File: config.mk
export PLATFORM = sky130hd
export DESIGN_NAME = hsa_top
export DESIGN_NICKNAME = d
export VERILOG_FILES = /design/src/hdl/hsa_pkg.sv /design/src/hdl/hsa_top.sv
export VERILOG_INCLUDE_DIRS = /design/src /design/src/hdl
export SDC_FILE = /design/constraint.sdc
export NUM_CORES = 2
export LEC_CHECK = 0
export ABC_CLOCK_PERIOD_IN_PS = 13000
export BUFFER_PORTS_ARGS = -buffer_cell sky130_fd_sc_hd__buf_2
export CORE_UTILIZATION = 55
export CTS_CLUSTER_DIAMETER = 80
export DETAILED_ROUTE_END_ITERATION = 10
export PLACE_DENSITY_LB_ADDON = 0.1
export SETUP_SLACK_MARGIN = 0.2
export SLEW_MARGIN = 30
export SYNTH_ARGS = -nofsm -noshare
export SYNTH_HDL_FRONTEND = slang
export SYNTH_SLANG_ARGS = --single-unit
File: constraint.sdc
create_clock -name clk_i -period 13 [get_ports clk_i]
set_input_delay 0.65 -clock clk_i [delete_from_list [all_inputs] [get_ports clk_i]]
set_output_delay 0.65 -clock clk_i [all_outputs]
set_load 0.005 [all_outputs]
File: src/hdl/hsa_defines.svh
/*
 * Register map, field positions, reset values and fixed-point constants
 * for the hue/saturation adjust stage. Assumes a plain register port
 * with 8-bit byte address and 32-bit data.
 */
// Overview of operation
// - Six colors each keep a hue and saturation pair; selector picks one.
// - Feature off bypasses the stage; on applies stored adjustments.
// - Hue value spans -1.0 to +0.99219 as signed fixed point.
// - Hue code is signed -128..+127, +64 means +0.5, -128 means -1.0.
// - Saturation value spans 0.0 to +1.99219 as unsigned fixed point.
// - Saturation code 0..255, 0 gives zero gain, 128 unity gain.
// - Each color's adjustment acts only on pixels where it is primary or secondary.
// - Adjusting a color's hue partly moves it toward one hexagon neighbour, chosen by the sign.
// - Hue is a rotation, at most fully into the adjacent corner.
// - Negative hue rotates red toward yellow, positive toward magenta.
// - More saturation adds colour; minimum saturation leaves plain gray.
// - Bayer format without enhance allow leaves the stage without effect.
// - Bayer format with enhance allow adjusts the raw RGB data.
// - Non-Bayer formats ignore the enhance allow bit.
// - Restore command reloads all pairs with the illuminant's defaults.
// - Custom illuminant loads neutral values that change nothing.
`ifndef HSA_DEFINES_SVH
`define HSA_DEFINES_SVH

`define HSA_REG_CTRL     8'h00
`define HSA_REG_SEL      8'h04
`define HSA_REG_HUE      8'h08
`define HSA_REG_SAT      8'h0C
`define HSA_REG_ILLUM    8'h10
`define HSA_REG_RESTORE  8'h14
`define HSA_REG_STATUS   8'h18

`define HSA_CTRL_ON      0
`define HSA_CTRL_ALLOW   1
`define HSA_CTRL_BAYER   2
`define HSA_CTRL_W       3
`define HSA_CTRL_RST     3'h0

`define HSA_HUE_NEUTRAL  8'h00
`define HSA_SAT_UNITY    8'h80
`define HSA_HUE_FULL     9'h080
`define HSA_FRAC_SHIFT   7
`define HSA_CH_MAX       12'h0FF
`define HSA_NUM_COLORS   6
`define HSA_LAST_COLOR   3'h5

`endif

File: src/hdl/hsa_pkg.sv
/*
 * Types shared by the hue/saturation adjust stage.
 * Assumes 8-bit RGB components.
 */
package hsa_pkg;
    typedef struct packed {
        logic [7:0] r;
        logic [7:0] g;
        logic [7:0] b;
    } hsa_pix_t;

    typedef struct packed {
        logic signed [7:0] hue;
        logic [7:0]        sat;
    } hsa_adj_t;

    typedef enum logic [2:0] {
        HSA_IL_OFF,
        HSA_IL_TUNGSTEN,
        HSA_IL_DAYLIGHT,
        HSA_IL_D6500,
        HSA_IL_CUSTOM
    } hsa_illum_t;
endpackage : hsa_pkg

File: src/hdl/hsa_top.sv
/*
 * Hue/saturation adjust stage: register file, frame-synchronous settings
 * and a three-stage pixel pipeline. Assumes white-balanced RGB input,
 * one pixel per clock with a start-of-frame marker, and a register master
 * that never needs a wait.
 */
// Local design decisions: the strobed register port and the placing of the registers.
`include "hsa_defines.svh"

module hsa_top
    import hsa_pkg::*;
#(
    parameter int unsigned NUM_COLORS = 6,
    parameter hsa_adj_t    DEF_TUNG   = '{hue: 8'h00, sat: 8'h80},
    parameter hsa_adj_t    DEF_DAY    = '{hue: 8'h00, sat: 8'h80},
    parameter hsa_adj_t    DEF_D6500  = '{hue: 8'h00, sat: 8'h80}
) (
    // Clock and reset
    input  wire logic        clk_i,
    input  wire logic        nrst_i,
    // Register port
    input  wire logic [7:0]  addr_i,
    input  wire logic [31:0] wdata_i,
    input  wire logic        wr_i,
    input  wire logic        rd_i,
    output logic      [31:0] rdata_o,
    // Pixel input
    input  wire logic        pix_valid_i,
    input  wire logic        sof_i,
    input  wire hsa_pix_t    pix_i,
    // Pixel output
    output logic             pix_valid_o,
    output logic             sof_o,
    output hsa_pix_t         pix_o
);

    if (NUM_COLORS != `HSA_NUM_COLORS) begin : g_chk
        $error("hsa_top serves exactly six hexagon colors");
    end

    localparam hsa_adj_t NEUTRAL = '{hue: `HSA_HUE_NEUTRAL,
                                     sat: `HSA_SAT_UNITY};

    // Hue is signed 1.7 fixed point, saturation 1.7 fixed point
    function automatic logic [2:0] hsa_nb(input logic [2:0] idx,
                                          input logic       neg);
        logic [2:0] r;
        r = idx;
        if (neg) begin
            r = (idx == `HSA_LAST_COLOR) ? 3'h0 : idx + 3'h1;
        end else begin
            r = (idx == 3'h0) ? `HSA_LAST_COLOR : idx - 3'h1;
        end
        return r;
    endfunction : hsa_nb

    // Returns {stay, move}; move goes to the rotation neighbour
    function automatic logic [19:0] hsa_split(input logic [7:0] c,
                                              input hsa_adj_t   a);
        logic [15:0] gain;
        logic [8:0]  amt;
        logic [8:0]  mag;
        logic [17:0] keep;
        logic [9:0]  stay;
        gain = c * a.sat;
        amt  = gain[15:`HSA_FRAC_SHIFT];
        // Explicit 9-bit negate so code -128 gives magnitude 128
        mag  = a.hue[7] ? (9'h100 - {1'b0, a.hue}) : {1'b0, a.hue};
        keep = amt * (`HSA_HUE_FULL - mag);
        stay = keep[16:`HSA_FRAC_SHIFT];
        return {stay, 10'({1'b0, amt} - stay)};
    endfunction : hsa_split

    // Control and settings
    logic [`HSA_CTRL_W-1:0] ctrl;
    logic [2:0]             sel;
    hsa_illum_t             illum;
    hsa_adj_t               stage_tab [NUM_COLORS];
    hsa_adj_t               live_tab  [NUM_COLORS];
    logic                   live_active;
    logic                   pend;

    // Register decode
    wire wr_ctrl    = wr_i && (addr_i == `HSA_REG_CTRL);
    wire wr_sel     = wr_i && (addr_i == `HSA_REG_SEL)
                      && (wdata_i[2:0] <= `HSA_LAST_COLOR);
    wire wr_hue     = wr_i && (addr_i == `HSA_REG_HUE);
    wire wr_sat     = wr_i && (addr_i == `HSA_REG_SAT);
    wire wr_illum   = wr_i && (addr_i == `HSA_REG_ILLUM);
    wire wr_restore = wr_i && (addr_i == `HSA_REG_RESTORE);
    wire any_wr     = wr_ctrl | wr_sel | wr_hue | wr_sat
                      | wr_illum | wr_restore;
    wire frame_go   = pix_valid_i && sof_i;

    // Choosing an illuminant also loads its defaults
    wire        load_dflt = wr_restore || wr_illum;
    wire [2:0]  dsrc_raw  = wr_illum ? wdata_i[2:0] : illum;
    wire hsa_adj_t dflt   =
        (dsrc_raw == 3'(HSA_IL_TUNGSTEN)) ? DEF_TUNG  :
        (dsrc_raw == 3'(HSA_IL_DAYLIGHT)) ? DEF_DAY   :
        (dsrc_raw == 3'(HSA_IL_D6500))    ? DEF_D6500 :
        NEUTRAL;

    wire next_active = ctrl[`HSA_CTRL_ON]
        && (!ctrl[`HSA_CTRL_BAYER] || ctrl[`HSA_CTRL_ALLOW]);

    // Readback of the selected colour's pair
    wire hsa_adj_t cur = stage_tab[sel];
    wire [31:0] rd_mux =
        (addr_i == `HSA_REG_CTRL)   ? {29'h0000_0000, ctrl}          :
        (addr_i == `HSA_REG_SEL)    ? {29'h0000_0000, sel}           :
        (addr_i == `HSA_REG_HUE)    ? {24'h00_0000, cur.hue}         :
        (addr_i == `HSA_REG_SAT)    ? {24'h00_0000, cur.sat}         :
        (addr_i == `HSA_REG_ILLUM)  ? {29'h0000_0000, illum}         :
        (addr_i == `HSA_REG_STATUS) ? {30'h0000_0000, pend,
                                       live_active}                  :
        32'h0000_0000;

    always_ff @(posedge clk_i) begin
        if (!nrst_i) begin
            ctrl    <= `HSA_CTRL_RST;
            sel     <= 3'h0;
            illum   <= HSA_IL_OFF;
            rdata_o <= 32'h0000_0000;
        end else begin
            if (wr_ctrl) begin
                ctrl <= wdata_i[`HSA_CTRL_W-1:0];
            end
            if (wr_sel) begin
                sel <= wdata_i[2:0];
            end
            if (wr_illum) begin
                illum <= hsa_illum_t'(wdata_i[2:0]);
            end
            rdata_o <= rd_i ? rd_mux : 32'h0000_0000;
        end
    end

    // Writes land in the staged table, frame start copies it live
    always_ff @(posedge clk_i) begin
        if (!nrst_i) begin
            pend        <= 1'b0;
            live_active <= 1'b0;
        end else begin
            if (frame_go) begin
                live_active <= next_active;
            end
            // A write in the frame-start cycle keeps the flag set
            if (any_wr) begin
                pend <= 1'b1;
            end else if (frame_go) begin
                pend <= 1'b0;
            end
        end
    end

    for (genvar k = 0; k < NUM_COLORS; k++) begin : g_tab
        always_ff @(posedge clk_i) begin
            if (!nrst_i) begin
                stage_tab[k] <= NEUTRAL;
                live_tab[k]  <= NEUTRAL;
            end else begin
                if (load_dflt) begin
                    stage_tab[k] <= dflt;
                end else if (sel == 3'(k)) begin
                    if (wr_hue) begin
                        stage_tab[k].hue <= wdata_i[7:0];
                    end
                    if (wr_sat) begin
                        stage_tab[k].sat <= wdata_i[7:0];
                    end
                end
                if (frame_go) begin
                    live_tab[k] <= stage_tab[k];
                end
            end
        end
    end

    // Stage 1: split pixel into gray base, dominant primary, secondary
    logic [2:0] s_prim;
    logic [2:0] s_sec;
    logic [7:0] s_hi;
    logic [7:0] s_md;
    logic [7:0] s_lo;

    always_comb begin
        s_prim = 3'h0;
        s_sec  = 3'h1;
        s_hi   = pix_i.r;
        s_md   = pix_i.g;
        s_lo   = pix_i.b;
        if (pix_i.r >= pix_i.g && pix_i.g >= pix_i.b) begin
            s_prim = 3'h0;
            s_sec  = 3'h1;
        end else if (pix_i.r >= pix_i.b && pix_i.b >= pix_i.g) begin
            s_sec = 3'h5;
            s_md  = pix_i.b;
            s_lo  = pix_i.g;
        end else if (pix_i.g >= pix_i.r && pix_i.r >= pix_i.b) begin
            s_prim = 3'h2;
            s_hi   = pix_i.g;
            s_md   = pix_i.r;
        end else if (pix_i.g >= pix_i.b && pix_i.b >= pix_i.r) begin
            s_prim = 3'h2;
            s_sec  = 3'h3;
            s_hi   = pix_i.g;
            s_md   = pix_i.b;
            s_lo   = pix_i.r;
        end else if (pix_i.b >= pix_i.g && pix_i.g >= pix_i.r) begin
            s_prim = 3'h4;
            s_sec  = 3'h3;
            s_hi   = pix_i.b;
            s_lo   = pix_i.r;
        end else begin
            s_prim = 3'h4;
            s_sec  = 3'h5;
            s_hi   = pix_i.b;
            s_md   = pix_i.r;
            s_lo   = pix_i.g;
        end
    end

    logic       p1_valid;
    logic       p1_sof;
    logic       p1_act;
    hsa_pix_t   p1_raw;
    logic [2:0] p1_prim;
    logic [2:0] p1_sec;
    logic [7:0] p1_c1;
    logic [7:0] p1_c2;
    logic [7:0] p1_lo;

    always_ff @(posedge clk_i) begin
        if (!nrst_i) begin
            p1_valid <= 1'b0;
            p1_sof   <= 1'b0;
        end else begin
            p1_valid <= pix_valid_i;
            p1_sof   <= frame_go;
        end
        // Frame start pixel already sees the new settings
        p1_act  <= frame_go ? next_active : live_active;
        p1_raw  <= pix_i;
        p1_prim <= s_prim;
        p1_sec  <= s_sec;
        p1_c1   <= s_hi - s_md;
        p1_c2   <= s_md - s_lo;
        p1_lo   <= s_lo;
    end

    // Stage 2: gain and rotation per component, spread over six corners
    wire hsa_adj_t   adj_p  = live_tab[p1_prim];
    wire hsa_adj_t   adj_s  = live_tab[p1_sec];
    wire [19:0]      sp_p   = hsa_split(p1_c1, adj_p);
    wire [19:0]      sp_s   = hsa_split(p1_c2, adj_s);
    wire [2:0]       nb_p   = hsa_nb(p1_prim, adj_p.hue[7]);
    wire [2:0]       nb_s   = hsa_nb(p1_sec, adj_s.hue[7]);

    logic        p2_valid;
    logic        p2_sof;
    logic        p2_act;
    hsa_pix_t    p2_raw;
    logic [7:0]  p2_lo;
    logic [11:0] p2_w [NUM_COLORS];

    for (genvar k = 0; k < NUM_COLORS; k++) begin : g_wt
        wire [11:0] next_w =
            ((p1_prim == 3'(k)) ? {2'b00, sp_p[19:10]} : 12'h000)
          + ((nb_p    == 3'(k)) ? {2'b00, sp_p[9:0]}   : 12'h000)
          + ((p1_sec  == 3'(k)) ? {2'b00, sp_s[19:10]} : 12'h000)
          + ((nb_s    == 3'(k)) ? {2'b00, sp_s[9:0]}   : 12'h000);
        always_ff @(posedge clk_i) begin
            p2_w[k] <= next_w;
        end
    end

    always_ff @(posedge clk_i) begin
        if (!nrst_i) begin
            p2_valid <= 1'b0;
            p2_sof   <= 1'b0;
        end else begin
            p2_valid <= p1_valid;
            p2_sof   <= p1_sof;
        end
        p2_act <= p1_act;
        p2_raw <= p1_raw;
        p2_lo  <= p1_lo;
    end

    // Stage 3: rebuild channels on the gray base, clamp, select bypass
    // Gray input has no colour part, so it comes back unchanged
    wire [11:0] sum_r = {4'h0, p2_lo} + p2_w[0] + p2_w[1] + p2_w[5];
    wire [11:0] sum_g = {4'h0, p2_lo} + p2_w[1] + p2_w[2] + p2_w[3];
    wire [11:0] sum_b = {4'h0, p2_lo} + p2_w[3] + p2_w[4] + p2_w[5];
    wire hsa_pix_t adj_pix = '{
        r: (sum_r > `HSA_CH_MAX) ? 8'hFF : sum_r[7:0],
        g: (sum_g > `HSA_CH_MAX) ? 8'hFF : sum_g[7:0],
        b: (sum_b > `HSA_CH_MAX) ? 8'hFF : sum_b[7:0]};

    always_ff @(posedge clk_i) begin
        if (!nrst_i) begin
            pix_valid_o <= 1'b0;
            sof_o       <= 1'b0;
            pix_o       <= '0;
        end else begin
            pix_valid_o <= p2_valid;
            sof_o       <= p2_sof;
            pix_o       <= p2_act ? adj_pix : p2_raw;
        end
    end

endmodule : hsa_top

==> flow_summary_export.csv <==
group,metric,value,unit
outcome,status,"finished, final reports clean",
timing,holdWs,0.2864,ns
final_layout,fill_cells,4854,
timing,period_needed,12.27,ns
detailed_routing,wl_per_cell,19.18,um
synth,synth_area,32560,um2
floorplan,core_area,58140,um2
detailed_routing,wirelength,78.79,mm
final_layout,final_cell_area,35950,um2
global_route,grt_max_degree,98,
critical_path,path_class,"flip-flop to flip-flop",
cts,path_clk_slew,0.06,ns
min_path,hold_class,"input pin to flip-flop",
timing,final_hold_viol_count,0,
critical_path,critPathMostFrequentCell,"fa_1",
critical_path,worstReg2RegStart,"p1_prim[1]",
global_route,antenna_found_initial,3,
min_path,min_from,"pix_i[20]",
critical_path,reg2reg_to,"p2_w[1][10]",
synth,seq_area_frac_synth,30.62,%
detailed_routing,dr.pass1.iters,9,
floorplan,dieArea,60170,um2
synth,postSynth.asyncResetShare,0,%
critical_path,r2r.worst_path.cells,52,
floorplan,die_w,245.3,um
critical_path,r2r_slack,0.73,ns
timing,setup_viol,0,
placed_design,place_congestion,0.9188,
timing,rsz0062_at_grt,"false",
timing,fmaxAchievable,81.52,MHz
critical_path,critical_path.endpoint,"p2_w[1][10]",
final_layout,nets,4013,
placed_design,numPortBuffers,79,
critical_path,startpoint,"p1_prim[1]",
cts,cts_htree_levels,2,
synth,yosys.cell_types.count,96,
timing,final-max-slew-violation-count,0,
global_route,grt_first_pass_wirelength,125.7,mm
cts,cts_tree,"built",
detailed_routing,routed_via_density,5.537,
synth,synth-edff-count,192,
critical_path,crit_slowest_cell,"fa_1",
timing,clock_skew,0.04230,ns
detailed_routing,detail_route.drc_violations,0,
cts,cts_buffers,44,
detailed_routing,drt_iter0_drc,1418,
floorplan,boundaryPins,128,
final_layout,syn_to_final_growth,10.41,%
timing,layout_setup_ws,0.7338,ns
global_route,grt_util_all_layers,26.66,%
critical_path,worstPathMaxFanout,8,
cts,clockBufferDepth,3,
floorplan,rows,88,
placed_design,hpwlAfterDp,63.62,mm
floorplan,start_util,56.00,%
flow_run,drv_cap,0,
synth,syn_inst,3175,
timing,worst_slew_pin_slew,0.8957,ns
placed_design,pre_cts_ws,0.1028,ns
final_layout,drive_above_1_share,11.85,%
final_layout,num_antenna_cells,0,
critical_path,endpoint_kind,"flip-flop",
critical_path,crit_path_start_kind,"flip-flop",
cts,holdBufCountCts,0,
timing,slew_headroom,39.73,%
detailed_routing,ant_nets,0,
timing,tns,0,ns
cts,clkSinkCount,402,
cts,clockRootBuffer,"clkbuf_16",
detailed_routing,vias,22750,
critical_path,cp.required,13.49,ns
cts,worst_skew_pair.late_latency,0.59,ns
global_route,grt-ovfl-total,0,
synth,yosys_warnings,0,
global_route,grt_pass1_vias,23750,
critical_path,cp.arrival,12.75,ns
critical_path,cpPeakStageDelay,0.56,ns
synth,avgSynthCellArea,10.25,um2
placed_design,placed_cell_area,34100,um2
synth,ys_ff_latch,402,
synth,synthFlopType,"dfxtp_1",
timing,min_period_over_period,94.36,%
floorplan,die_h,245.3,um
how the worst min path moves through the flow:
stage | slack (ns) | end | cells past startpoint
floorplan | 0.31 | p2_act | 0
global placement | 0.31 | p2_raw[6] | 0
detailed placement | 0.31 | p2_lo[0] | 0
CTS | 0.25 | p1_raw[23] | 1
global route | 0.26 | p1_raw[20] | 1
finish | 0.29 | p1_raw[20] | 1
cells in the mapped netlist (all sizes together), types with 17 or more instances:
| cell | count | area, um2 |
|---|---|---|
| o221a | 27 | 304.0 |
| xnor2 | 122 | 1087 |
| nand2 | 148 | 558.0 |
| o21a | 27 | 202.7 |
| mux2i | 60 | 654.4 |
| nor2b | 134 | 838.3 |
| nor3 | 20 | 116.4 |
| dfxtp | 210 | 4204 |
| nor2 | 253 | 949.7 |
| and2 | 234 | 1464 |
| nand2b | 64 | 400.4 |
| xor2 | 43 | 384.1 |
| edfxtp | 192 | 5766 |
| inv | 377 | 1415 |
| ha | 389 | 4867 |
| a21oi | 137 | 708.2 |
| o21bai | 37 | 285.3 |
| nand3 | 20 | 110.1 |
| a21o | 47 | 354.1 |
| fa | 246 | 4925 |
| o21ai | 83 | 419.2 |
| mux2 | 17 | 217.7 |
| clkbuf | 57 | 215.2 |
| buf | 42 | 295.3 |
worst max-delay path: cells and delay by family, from the launching register on:
kind,cells,cell delay [ns]
AO/OA/AOI/OAI,10,1.56
XOR/XNOR,4,0.91
adder cells (fa/ha/maj),14,5.83
buffers and inverters,9,0.64
flip-flops,1,0.42
multiplexers,1,0.20
AND/OR/NAND/NOR,14,2.57
cell usage in the layout, fill, tap and decap left out, drive strengths merged, types with 24 or more instances in the layout:
cell type	count
conb	24
dfxtp	210
o21bai	37
nand2	148
edfxtp	192
o21a	27
xor2	43
nor2	253
and2	234
o21ai	83
fa	246
nor2b	134
o221a	27
xnor2	122
a21o	47
buf	163
ha	389
clkbuf	52
a21oi	137
nand2b	64
mux2i	60
inv	380
final cells by class:
class / count / area [um2] / share of cell area (%)
Multi-Input combinational cell: 2320 / 21010 / 58.45
Clock inverter: 29 / 361.6 / 1.006
Clock buffer: 52 / 1161 / 3.230
Tap cell: 765 / 957.2 / 2.663
Sequential cell: 402 / 9981 / 27.77
Timing Repair Buffer: 163 / 1061 / 2.952
Inverter: 377 / 1415 / 3.937
routing by layer:
metal  routed length, um  vias to the layer above  GRT usage [%]
met5                   0                        -              0
met4                2545                        0          9.210
met3                3456                      139          3.067
met2               38550                      557          46.15
met1               34230                    11190          34.46
li1                    -                    10860              -
state kept, by name, indices dropped and copies added (netlist names), 2 cells and up, named ones only:
register,count
p1_prim,2
pix_o,24
p1_raw,24
sel,3
p2_w,72
illum,3
rdata_o,8
stage_tab,96
ctrl,3
p2_raw,24
p1_c1,8
p1_c2,8
p1_sec,2
live_tab,96
p1_lo,8
p2_lo,8
repair_timing:
action                     in CTS  in global routing
gates resized for setup         2                 53
setup buffers                   0                  9
setup endpoints to repair       2                 22
pin swaps                       0                 15
metrics by stage:
step / cells / util [%]
floorplan: 3198 / -
global placement: 4017 / 58.59
detailed placement: 4018 / 58.66
CTS: 4099 / 61.30
global route: 4108 / 61.83
finish: 4108 / 61.83
kinds of logic (layout without fill, tap and decap cells):
group,Yosys count,count (layout),share of synthesized area [%]
simple gates,955,955,15.45
fa+ha+maj,635,635,30.07
buf+inv,476,621,5.914
compound gates,444,444,9.334
flops,402,402,30.62
xor+xnor,169,169,4.811
mux,93,93,3.785
other cells,1,24,0.01152
Power is not shown: default switching activity piles up to over one toggle a cycle in this logic, so the estimate is an artifact.
